[config.mk]
export PLATFORM = sky130hd
export DESIGN_NAME = nv_host_ctrl
export DESIGN_NICKNAME = d
export VERILOG_FILES = /design/src/core/nv_host_pkg.sv /design/src/core/nv_host_ctrl.sv
export SDC_FILE = /design/constraint.sdc
export NUM_CORES = 1
export LEC_CHECK = 0
export ABC_AREA = 1
export BUFFER_PORTS_ARGS = -buffer_cell sky130_fd_sc_hd__buf_2
export CORE_ASPECT_RATIO = 1.1
export CORE_MARGIN = 1
export CORE_UTILIZATION = 45
export CTS_CLUSTER_DIAMETER = 60
export DETAILED_ROUTE_END_ITERATION = 10
export PLACE_DENSITY = 0.77
export SLEW_MARGIN = 25
export SYNTH_ARGS = -nofsm -noshare
export SYNTH_HDL_FRONTEND = slang
export SYNTH_SLANG_ARGS = --single-unit
[constraint.sdc]
create_clock -name core_clk_in -period 4.9 [get_ports core_clk_in]
set_input_delay 0.245 -clock core_clk_in [delete_from_list [all_inputs] [get_ports core_clk_in]]
set_output_delay 0.245 -clock core_clk_in [all_outputs]
set_load 0.02 [all_outputs]
[src/core/nv_host_pkg.sv]
// constants and types for the nvsram host controller
package nv_host_pkg;
    localparam int unsigned CLK_MHZ        = 40;
    localparam int unsigned ADDR_W         = 19;
    localparam int unsigned DATA_W         = 16;
    localparam int unsigned RECALL_MS      = 20;
    localparam int unsigned STORE_MS       = 8;
    localparam int unsigned SOFT_SEQ_US    = 100;
    localparam int unsigned SW_RECALL_US   = 200;
    localparam int unsigned RECALL_CYC     = RECALL_MS * 1000 * CLK_MHZ;
    localparam int unsigned STORE_CYC      = STORE_MS * 1000 * CLK_MHZ;
    localparam int unsigned SOFT_SEQ_CYC   = SOFT_SEQ_US * CLK_MHZ;
    localparam int unsigned SW_RECALL_CYC  = SW_RECALL_US * CLK_MHZ;
    localparam int unsigned ACCESS_NS      = 45;
    localparam int unsigned CLK_NS         = 25;
    localparam int unsigned ACCESS_CYC     = (ACCESS_NS + CLK_NS - 1) / CLK_NS;
    localparam int unsigned STORE_PULSE_NS  = 15;
    localparam int unsigned STORE_PULSE_CYC = (STORE_PULSE_NS + CLK_NS - 1) / CLK_NS;
    localparam int unsigned SEQ_LEN        = 6;
    localparam int unsigned WAIT_W         = 24;
    localparam logic [2:0]  SEQ_LAST       = 3'h5;

    typedef struct packed {
        logic              write;
        logic              rtc;
        logic [1:0]        byte_en;
        logic [ADDR_W-1:0] addr;
        logic [DATA_W-1:0] wdata;
    } req_t;

    typedef struct packed {
        logic              ce_n;
        logic              we_n;
        logic              oe_n;
        logic              low_byte_enable_n;
        logic              high_byte_enable_n;
        logic [ADDR_W-1:0] addr;
    } mem_pins_t;

    typedef enum logic [2:0] {
        ST_PWRUP  = 3'b000,
        ST_IDLE   = 3'b001,
        ST_SETUP  = 3'b010,
        ST_STROBE = 3'b011,
        ST_GAP    = 3'b100,
        ST_HSTORE = 3'b101,
        ST_LOCK   = 3'b110
    } state_t;
endpackage

[src/core/nv_host_ctrl.sv]
// host-side access controller for a nonvolatile sram with clock
`timescale 1ns/1ps
`default_nettype none
module nv_host_ctrl
    import nv_host_pkg::*;
#(
    parameter int unsigned RECALL_WAIT = RECALL_CYC,
    parameter int unsigned STORE_WAIT  = STORE_CYC,
    parameter int unsigned SOFT_WAIT   = SOFT_SEQ_CYC,
    parameter int unsigned SWREC_WAIT  = SW_RECALL_CYC
)(
    input  wire logic              core_clk_in,
    input  wire logic              rst_in,
    input  wire logic              clk_en_in,
    input  wire logic              supply_ok_in,
    input  wire req_t              req_in,
    input  wire logic              req_valid_in,
    output logic                   req_ready_out,
    input  wire logic              soft_cmd_in,
    input  wire logic              soft_recall_in,
    input  wire logic [ADDR_W-1:0] soft_addr_in,
    input  wire logic              hw_store_req_in,
    output logic                   rsp_valid_out,
    output logic [DATA_W-1:0]      rdata_out,
    output logic                   busy_out,
    output mem_pins_t              pins_out,
    input  wire logic [DATA_W-1:0] dq_in,
    output logic [DATA_W-1:0]      dq_out,
    output logic                   dq_oe_out,
    input  wire logic              hw_store_n_in,
    output logic                   hw_store_n_out,
    output logic                   hw_store_n_oe_out
);
    state_t            state_ff;
    logic [WAIT_W-1:0] wait_ff;
    logic [1:0]        cnt_ff;
    req_t              cur_ff;
    logic              soft_ff;
    logic              soft_rec_ff;
    logic [2:0]        seq_ff;
    logic              rsp_ff;
    logic [DATA_W-1:0] rdata_ff;
    mem_pins_t         pins_ff;
    logic              dq_oe_ff;
    logic              pin_pull_ff;

    // soft command is a normal req stream of six reads; supply loss blocks all
    assign req_ready_out     = (state_ff == ST_IDLE) && supply_ok_in;
    assign busy_out          = (state_ff != ST_IDLE);
    assign rsp_valid_out     = rsp_ff;
    assign rdata_out         = rdata_ff;
    assign pins_out          = pins_ff;
    assign dq_out            = cur_ff.wdata;
    assign dq_oe_out         = dq_oe_ff;
    // pin is open drain from our side: we only ever pull it low
    assign hw_store_n_out    = 1'b0;
    assign hw_store_n_oe_out = pin_pull_ff;

    always_ff @(posedge core_clk_in or posedge rst_in)
    begin
        if (rst_in)
        begin
            state_ff     <= ST_PWRUP;
            wait_ff      <= '0;
            cnt_ff       <= 2'h0;
            cur_ff       <= '0;
            soft_ff      <= 1'b0;
            soft_rec_ff  <= 1'b0;
            seq_ff       <= 3'h0;
            rsp_ff       <= 1'b0;
            rdata_ff     <= '0;
            pins_ff      <= '1;
            dq_oe_ff     <= 1'b0;
            pin_pull_ff  <= 1'b0;
        end
        else if (clk_en_in)
        begin
            rsp_ff <= 1'b0;
            unique case (state_ff)
                ST_PWRUP:
                begin
                    // recall runs while supply is up; restart if it dips
                    if (!supply_ok_in)
                        wait_ff <= '0;
                    else if (wait_ff == WAIT_W'(RECALL_WAIT - 1))
                        state_ff <= ST_IDLE;
                    else
                        wait_ff <= wait_ff + 1'b1;
                end
                ST_IDLE:
                begin
                    pins_ff  <= '1;
                    dq_oe_ff <= 1'b0;
                    cnt_ff   <= 2'h0;
                    wait_ff  <= '0;
                    if (!supply_ok_in)
                        state_ff <= ST_PWRUP;
                    else if (hw_store_req_in)
                    begin
                        pin_pull_ff  <= 1'b1;
                        soft_rec_ff  <= 1'b0;
                        state_ff     <= ST_HSTORE;
                    end
                    else if (req_valid_in)
                    begin
                        cur_ff      <= req_in;
                        soft_ff     <= soft_cmd_in;
                        soft_rec_ff <= soft_recall_in;
                        if (soft_cmd_in)
                            cur_ff.write <= 1'b0;
                        // address settles with strobes high; byte enables first
                        pins_ff.addr               <= soft_cmd_in ? soft_addr_in : req_in.addr;
                        pins_ff.low_byte_enable_n  <= ~(req_in.byte_en[0] | req_in.rtc);
                        pins_ff.high_byte_enable_n <= ~req_in.byte_en[1];
                        // write enable settles a cycle before chip enable falls
                        pins_ff.we_n <= ~(req_in.write & ~soft_cmd_in);
                        pins_ff.oe_n <= req_in.write & ~soft_cmd_in;
                        state_ff <= ST_SETUP;
                    end
                end
                ST_SETUP:
                begin
                    // chip enable strobes the cycle, write enable already set
                    pins_ff.ce_n <= 1'b0;
                    dq_oe_ff     <= cur_ff.write;
                    state_ff     <= ST_STROBE;
                end
                ST_STROBE:
                begin
                    if (cnt_ff == 2'(ACCESS_CYC - 1))
                    begin
                        rdata_ff     <= dq_in;
                        pins_ff.ce_n <= 1'b1;
                        state_ff     <= ST_GAP;
                    end
                    else
                        cnt_ff <= cnt_ff + 2'h1;
                end
                ST_GAP:
                begin
                    // strobe released before address or write enable moves
                    pins_ff.we_n <= 1'b1;
                    pins_ff.oe_n <= 1'b1;
                    dq_oe_ff     <= 1'b0;
                    rsp_ff       <= 1'b1;
                    if (soft_ff && seq_ff == SEQ_LAST)
                    begin
                        seq_ff   <= 3'h0;
                        state_ff <= ST_LOCK;
                    end
                    else
                    begin
                        seq_ff   <= soft_ff ? seq_ff + 3'h1 : 3'h0;
                        state_ff <= ST_IDLE;
                    end
                end
                ST_HSTORE:
                begin
                    // pulse held for STORE_PULSE_CYC + 1 cycles, one more than needed, then let pull-up restore
                    if (cnt_ff == 2'(STORE_PULSE_CYC))
                    begin
                        pin_pull_ff  <= 1'b0;
                        state_ff     <= ST_LOCK;
                    end
                    else
                        cnt_ff <= cnt_ff + 2'h1;
                end
                ST_LOCK:
                begin
                    // worst-case wait; device may skip a store without a write
                    if (wait_ff == WAIT_W'((soft_rec_ff ? SWREC_WAIT : STORE_WAIT)
                                          + SOFT_WAIT - 1))
                    begin
                        // device may still pull the pin low while its store runs
                        if (hw_store_n_in)
                        begin
                            soft_rec_ff <= 1'b0;
                            state_ff    <= ST_IDLE;
                        end
                    end
                    else
                        wait_ff <= wait_ff + 1'b1;
                end
                default: state_ff <= ST_PWRUP;
            endcase
        end
    end

    a_read_we_high: assert property (@(posedge core_clk_in) disable iff (rst_in)
        (!pins_out.ce_n && !pins_out.oe_n) |-> pins_out.we_n)
        else $error("write enable low during read");
    a_addr_stable: assert property (@(posedge core_clk_in) disable iff (rst_in)
        (pins_out.addr != $past(pins_out.addr)) |-> ($past(pins_out.ce_n) && pins_out.ce_n))
        else $error("address moved while selected");
    a_we_before_ce: assert property (@(posedge core_clk_in) disable iff (rst_in)
        $fell(pins_out.ce_n) |-> $stable(pins_out.we_n))
        else $error("write enable moved with chip enable");
    a_hsb_idle_high: assert property (@(posedge core_clk_in) disable iff (rst_in)
        !pins_out.ce_n |-> !hw_store_n_oe_out)
        else $error("store pin driven during cycle");
    a_ble_first: assert property (@(posedge core_clk_in) disable iff (rst_in)
        (clk_en_in && $fell(pins_out.ce_n) && cur_ff.rtc) |-> $past(!pins_out.low_byte_enable_n))
        else $error("low byte enable late for clock write");
    a_lock_no_cycle: assert property (@(posedge core_clk_in) disable iff (rst_in)
        (state_ff == ST_LOCK || state_ff == ST_PWRUP) |-> (pins_out.ce_n && !req_ready_out))
        else $error("cycle during lockout");
    a_hsb_pulse: assert property (@(posedge core_clk_in) disable iff (rst_in)
        (clk_en_in && $rose(hw_store_n_oe_out)) |-> ##[1:8] !hw_store_n_oe_out)
        else $error("store pin held too long");
    a_gap_rsp: assert property (@(posedge core_clk_in) disable iff (rst_in)
        (clk_en_in && state_ff == ST_GAP && !soft_ff) |=> (rsp_valid_out && state_ff == ST_IDLE))
        else $error("cycle did not return to idle");
    a_dq_read_off: assert property (@(posedge core_clk_in) disable iff (rst_in)
        (!pins_out.ce_n && pins_out.we_n) |-> !dq_oe_out)
        else $error("data driven during read");
    a_soft_reads: assert property (@(posedge core_clk_in) disable iff (rst_in)
        (soft_ff && !pins_out.ce_n) |-> pins_out.we_n)
        else $error("write enable low in soft sequence");
    a_byte_en_held: assert property (@(posedge core_clk_in) disable iff (rst_in)
        !pins_out.ce_n |-> $stable({pins_out.low_byte_enable_n, pins_out.high_byte_enable_n}))
        else $error("byte enables moved while selected");
    a_store_pin_free: assert property (@(posedge core_clk_in) disable iff (rst_in)
        hw_store_n_oe_out |-> (state_ff == ST_HSTORE))
        else $error("store pin pulled outside store");
endmodule
`default_nettype wire

[After elaboration in Yosys (flattened, before gate mapping)]
Cells that the tools add are included.
Word-level totals
  bits in writable memories: 0
  bits in latches: 0
  memories: 0
  bits in registers: 94
  output and inout port bits: 62
  input bits: 83
  ROM bits: 0
Operators by class
  shift-type cells: 0
  reductions and logical operators: 24
  muxes and demuxes: 40
  equal/unequal tests: 24
  add/subtract/negate cells: 5
  bitwise logic cells: 7
  order comparisons: 0
  multipliers: 0
  div/mod/pow operators: 0
Operators by type and width (number)
  two-way mux 24 bit: 3
  case mux 24 bit (3 select lines): 1
  two-way mux 23 bit: 3
  two-way mux 19 bit: 2
  two-way mux 3 bit: 12
  adder 24 x 1 -> 24 bit, second input constant: 1
  == test 24 x 20 -> 1 bit, second input constant: 1
  == test 24 bit: 1
  case mux 3 bit (7 select lines): 1
  subtractor 20 x 1 -> 21 bit, second input constant: 1
  adder 19 x 12 -> 20 bit, second input constant: 1
  inequality test 2 bit, second input constant: 10
  == test 3 bit, second input constant: 4
  two-way mux 1 bit: 11
  AND reduction 5 bit: 2
  nonzero test 2 bit: 5
  AND reduction 3 bit: 3
  case mux 2 bit (2 select lines): 2
  AND reduction 2 bit: 4
  AND reduction 8 bit: 1
  == test 3 x 2 -> 1 bit, second input constant: 2
  inequality test 3 bit, second input constant: 2
  case mux 1 bit (2 select lines): 3
  AND reduction 6 bit: 1
  16 further kinds: 23

[Longest topological paths before layout]
  depth after elaboration: 7
  mapped depth: 13

[Least setup slack after synthesis]
No wires, ideal clock.
  path kind: reg-to-reg
  from: reg state_ff[2]
  to: reg state_ff[1]
  arrival time: 1721 ps
  data required time: 4835 ps
  setup slack: 3113 ps
  period minus slack after synthesis: 1787 ps
  cell stages (with the launch flop): 11
  setup time: 65 ps
  cell sequence: dfrtp_1 -> buf_6 -> nor2_1 -> nand2_1 -> nor2_1 -> nand2_1 -> nor2_1 -> nor2_1 -> nand3_1 -> nand2_1 -> nand2_1
On the way
  longest elaborated chain between the ends: 3
  elaborated cells on any way between the ends: 16
  those cells by class: eq/ne (13); mux (1); reduce/logical (2)
RTL lines
  start: declaration: RTL line nv_host_ctrl.sv:34  | state_t state_ff;
  start signal: assignment: RTL line nv_host_ctrl.sv:63  | state_ff <= ST_PWRUP;
  start signal: assignment: RTL line nv_host_ctrl.sv:86  | state_ff <= ST_IDLE;
  start signal: assignment: RTL line nv_host_ctrl.sv:97  | state_ff <= ST_PWRUP;
  == test 3 x 1 -> 1 bit (tied with other cells): RTL line nv_host_ctrl.sv:79  | unique case (state_ff)
  inequality test 4 bit (no line) or inequality test 2 bit (tied branches)
  AND reduction 8 bit (no line)
Parallel ways exist; a longest one is shown, timed or not.
A chain may end at the register's enable or synchronous reset.

[Worst setup path after layout]
  from: reg state_ff[0]
  to: reg pins_ff (netlist bit pins_out[18])
On the way
  longest elaborated chain between the ends: 2
RTL lines
  == test 3 x 1 -> 1 bit: RTL line nv_host_ctrl.sv:79
  AND reduction 2 bit (no line)
  end: declaration: RTL line nv_host_ctrl.sv:43  | mem_pins_t pins_ff;
Every way passes these cells.

==> impl_table.tex <==
\begin{tabular}{lr}
\hline
Metric & Value \\
\hline
\multicolumn{2}{l}{\textbf{Outcome}} \\
\quad Outcome & completed \\
\multicolumn{2}{l}{\textbf{Pwr}} \\
\quad Share of power burned in registers & 46.1\% \\
\quad Portion of total power attributed to the clock network & 48.6\% \\
\quad Cell-internal power & 1330 µW \\
\quad Leakage component of the power & 0.00350 µW \\
\quad Power spent charging and discharging nets & 370 µW \\
\quad Relative contribution of combinational cells to total power & 5.3\% \\
\quad Worst VDD drop & 228 µV \\
\quad Power per Cell Area & 274 mW/mm² \\
\quad Switching share of total power & 21.7\% \\
\multicolumn{2}{l}{\textbf{Yosys}} \\
\quad Part of the Yosys area used for sequential elements & 45.6\% \\
\quad Cell count after synthesis & 680 \\
\quad Number of library cell types mapped by synthesis & 39 \\
\quad YS warnings & 0 \\
\quad EDFF count, synth & 0 \\
\quad Syn\_nets & 767 \\
\quad Flop and latch count out of synthesis & 94 \\
\quad Synthesized area & 0.00523 mm² \\
\quad Share of synthesized registers carrying an async set or reset & 100\% \\
\quad Mapped Avg Cell Area & 7.69 µm² \\
\quad Main flop type after synthesis & sky130\_fd\_sc\_hd\_\_dfrtp\_1 \\
\multicolumn{2}{l}{\textbf{Global route}} \\
\quad Number of global-route vias before repair & 4478 \\
\quad Remaining global-route overflow & 0 \\
\quad Global Route Usage Sum & 21.2\% \\
\quad Maximum number of pins on one net before global-route repair & 50 \\
\quad Antenna violations before repair & 0 \\
\quad First-pass GRT wire length & 20400 µm \\
\multicolumn{2}{l}{\textbf{Place}} \\
\quad Gp weighted congestion & 0.923 \\
\quad DP Cell Count & 932 \\
\quad Count of port buffers added during placement & 143 \\
\quad Placed wire-length estimate after detailed placement & 8780 µm \\
\multicolumn{2}{l}{\textbf{Clock tree}} \\
\quad Worst-path clk slew & 0.07 ns \\
\quad Root Buffer Master & sky130\_fd\_sc\_hd\_\_clkbuf\_16 \\
\quad Sink count of the clock tree & 94 \\
\quad CTS H-tree depth & 3 \\
\quad CTS resizes & 0 \\
\quad CTS tree & done \\
\quad Clock insertion delay at the later pin of the skew report & 0.34 ns \\
\quad CTS Buf Count & 9 \\
\quad \# hold bufs at CTS & 0 \\
\quad Post-CTS Repair Setup Buffers & 0 \\
\quad Max clock buf depth & 2 \\
\multicolumn{2}{l}{\textbf{Cells and area}} \\
\quad Share of cells above drive strength 1 & 27.3\% \\
\quad Net count, final & 883 \\
\quad Util after Layout & 56.0\% \\
\quad Number of fillers in the final layout & 1062 \\
\quad Area occupied by registers & 0.00238 mm² \\
\quad Final antenna diode count & 0 \\
\quad Non-filler cells in the finished layout & 948 \\
\quad Area growth from synthesis to layout & 19.1\% \\
\quad Total area of multi-input combinational cells & 0.00228 mm² \\
\multicolumn{2}{l}{\textbf{Detailed routing}} \\
\quad WL final & 12300 µm \\
\quad Post-detailed-route via-to-cell ratio & 4.99 \\
\quad Drt wl/cell & 13.0 µm \\
\quad Number of search-and-repair iterations in the first detailed-routing pass & 4 \\
\quad Final antenna-violating net count & 0 \\
\quad DR vias & 4732 \\
\quad Final routed DRC violation total & 0 \\
\quad Initial DRC Count & 281 \\
\multicolumn{2}{l}{\textbf{Die}} \\
\quad Core ar. & 0.0111 mm² \\
\quad FP Rows & 40 \\
\quad X dimension of the die & 105 µm \\
\quad I/O pin cnt & 145 \\
\quad Initial standard-cell utilization of the core & 47.0\% \\
\quad Vert. Die Dim & 115 µm \\
\quad Floorplan die area & 0.0120 mm² \\
\multicolumn{2}{l}{\textbf{Hold path}} \\
\quad Worst min path class & in2async \\
\multicolumn{2}{l}{\textbf{STA}} \\
\quad Worst-case headroom to the max-slew limit & 35.8\% \\
\quad Max-slew violation total from the final report & 0 \\
\quad Timing-limited maximum frequency & 0.327 GHz \\
\quad Unrepaired setup endpoints after global routing & no \\
\quad Post-route minimum period & 3.06 ns \\
\quad Tightest Pin Transition & 0.957 ns \\
\quad Setup\_tns & 0 ns \\
\quad Worst clock skew & 0.00526 ns \\
\quad Final Cycle Share & 62.4\% \\
\quad Endpoints failing setup & 0 \\
\quad Endpoints failing hold & 0 \\
\multicolumn{2}{l}{\textbf{Setup path}} \\
\quad Crit. End Element & register \\
\quad Ordered cell list for the critical path & nand2\_1 -> inv\_1 -> nand2\_1 -> inv\_2 -> nand2\_1 -> clkinv\_1 -> o21ai\_0 -> o21ai\_0 -> inv\_1 \\
\quad Required time at the endpoint of the critical path & 5.19 ns \\
\quad Worst Path Max Fanout & 39 \\
\quad Category of the worst setup path launch point & register \\
\quad Arrival time reported for the critical path endpoint & 3.35 ns \\
\quad Cell with the biggest individual delay on the critical path & sky130\_fd\_sc\_hd\_\_clkinv\_1 \\
\quad Most used cell along the critical path & sky130\_fd\_sc\_hd\_\_nand2\_1 \\
\quad Worst setup path category & reg2reg \\
\quad CP peak stage delay & 0.94 ns \\
\quad Setup slack on the worst flop-to-flop path & 1.84 ns \\
\multicolumn{2}{l}{\textbf{Run}} \\
\quad Max-cap violation count & 0 \\
\hline
\end{tabular}
==> cells in the mapped netlist, types with 2 or more instances <==
cell	count	area share, %
sky130_fd_sc_hd__clkbuf_1	7	0.50
sky130_fd_sc_hd__xor2_1	14	2.3
sky130_fd_sc_hd__inv_1	70	5.0
sky130_fd_sc_hd__dfrtp_1	70	34
sky130_fd_sc_hd__dfstp_2	24	12
sky130_fd_sc_hd__ha_1	4	0.96
sky130_fd_sc_hd__buf_6	3	0.65
sky130_fd_sc_hd__nand3b_1	3	0.43
sky130_fd_sc_hd__nand2_1	194	14
sky130_fd_sc_hd__o21ai_1	7	0.67
sky130_fd_sc_hd__a21oi_1	4	0.38
sky130_fd_sc_hd__nand2_4	2	0.43
sky130_fd_sc_hd__buf_4	21	3.0
sky130_fd_sc_hd__o2111ai_1	2	0.34
sky130_fd_sc_hd__o21ai_0	57	5.5
sky130_fd_sc_hd__clkinv_1	2	0.14
sky130_fd_sc_hd__nand3_1	40	3.8
sky130_fd_sc_hd__o21a_1	2	0.29
sky130_fd_sc_hd__nor2_4	5	1.1
sky130_fd_sc_hd__nor2_1	94	6.8
sky130_fd_sc_hd__nand4_1	11	1.3
sky130_fd_sc_hd__mux2_2	16	3.4
sky130_fd_sc_hd__buf_2	6	0.57
sky130_fd_sc_hd__nand3_2	3	0.57
sky130_fd_sc_hd__inv_2	5	0.36
==> area by class of cell <==
class,count,area share (%)
tap,147,2.96
inverter,78,4.76
clock buffer,10,3.84
clock inverter,6,1.89
timing repair buffer,144,11.6
multi-input combinational,469,36.7
sequential,94,38.3
==> path summary, 6_finish.rpt <==
kind | startpoint | end | cells past startpoint
setup / recovery | state_ff[0] | pins_out[18] | 9
hold / removal | rst_in | cnt_ff[1] | 2
setup reg to reg | state_ff[0] | pins_out[18] | 9
hold reg to reg | dq_out[13] | dq_out[13] | 2
max in group asynchronous | rst_in | wait_ff[16] | 3
min in group core_clk_in | req_in[36] | pins_out[19] | 2
==> flip-flops by register name, indices dropped and copies added (netlist names) <==
name / cells
dq_out: 16
cur_ff: 1
dq_oe_out: 1
soft_ff: 1
hw_store_n_oe_out: 1
state_ff: 3
rdata_out: 16
wait_ff: 24
seq_ff: 3
rsp_valid_out: 1
soft_rec_ff: 1
pins_out: 24
cnt_ff: 2
==> power groups by stage <==
stage	clock, µW	combinational, µW	sequential [µW]
2_1_floorplan	0	47.5	798
3_3_place_gp	0	90.4	798
3_5_place_dp	0	91.1	799
4_1_cts	844	91.7	785
5_1_grt	878	103	785
6_report	828	89.8	785
==> critical path: cells and delay by family (launching register included) <==
family                 cells  cell delay [ns]
buffers and inverters      4             1.24
AO/OA/AOI/OAI              2             0.49
flip-flops                 1             0.51
AND/OR/NAND/NOR            3             0.74
==> layout by cell type (no fill, tap or decap), types with 2 or more instances in the layout <==
master	n
sky130_fd_sc_hd__nand2_1	194
sky130_fd_sc_hd__buf_2	143
sky130_fd_sc_hd__nor2_1	94
sky130_fd_sc_hd__dfrtp_1	70
sky130_fd_sc_hd__inv_1	68
sky130_fd_sc_hd__o21ai_0	57
sky130_fd_sc_hd__nand3_1	40
sky130_fd_sc_hd__dfstp_2	24
sky130_fd_sc_hd__mux2_2	16
sky130_fd_sc_hd__xor2_1	14
sky130_fd_sc_hd__nand4_1	11
sky130_fd_sc_hd__clkbuf_16	9
sky130_fd_sc_hd__o21ai_1	7
sky130_fd_sc_hd__nor2_4	5
sky130_fd_sc_hd__inv_2	5
sky130_fd_sc_hd__a21oi_1	4
sky130_fd_sc_hd__ha_1	4
sky130_fd_sc_hd__clkinv_1	3
sky130_fd_sc_hd__nand3_2	3
sky130_fd_sc_hd__nand3b_1	3
sky130_fd_sc_hd__bufinv_16	3
sky130_fd_sc_hd__nand2_4	2
sky130_fd_sc_hd__o2111ai_1	2
sky130_fd_sc_hd__o21a_1	2
==> kinds of logic (layout without fill, tap and decap cells) <==
group,Yosys count,count (layout),share of synthesized area [%]
simple gates,357,357,29.0
buf+inv,117,238,10.8
flops,94,94,45.6
compound gates,77,77,7.85
mux,16,16,3.45
xor+xnor,14,14,2.35
fa+ha+maj,4,4,0.958
other cells,1,1,0.0718
==> layer usage <==
layer	vias to the layer above	share of wire, %	GRT usage, %
li1	2361	-	-
met1	2212	43	26.4
met2	136	49	36.3
met3	23	5.0	4.08
met4	0	2.3	9.39
met5	-	0	0
==> per-stage QoR <==
step	instance area, µm²	setup slack [ns]	power, µW	hold WS, ns
finish	6220	1.84	1700	0.0201
CTS	6220	1.84	1720	0.0201
detailed placement	5870	1.87	890	0.389
global placement	5870	2.01	889	0.387
floorplan	5230	2.25	846	0.300
global route	6220	1.44	1770	0.0158
No activity file was read; power rests on OpenSTA's default activity.
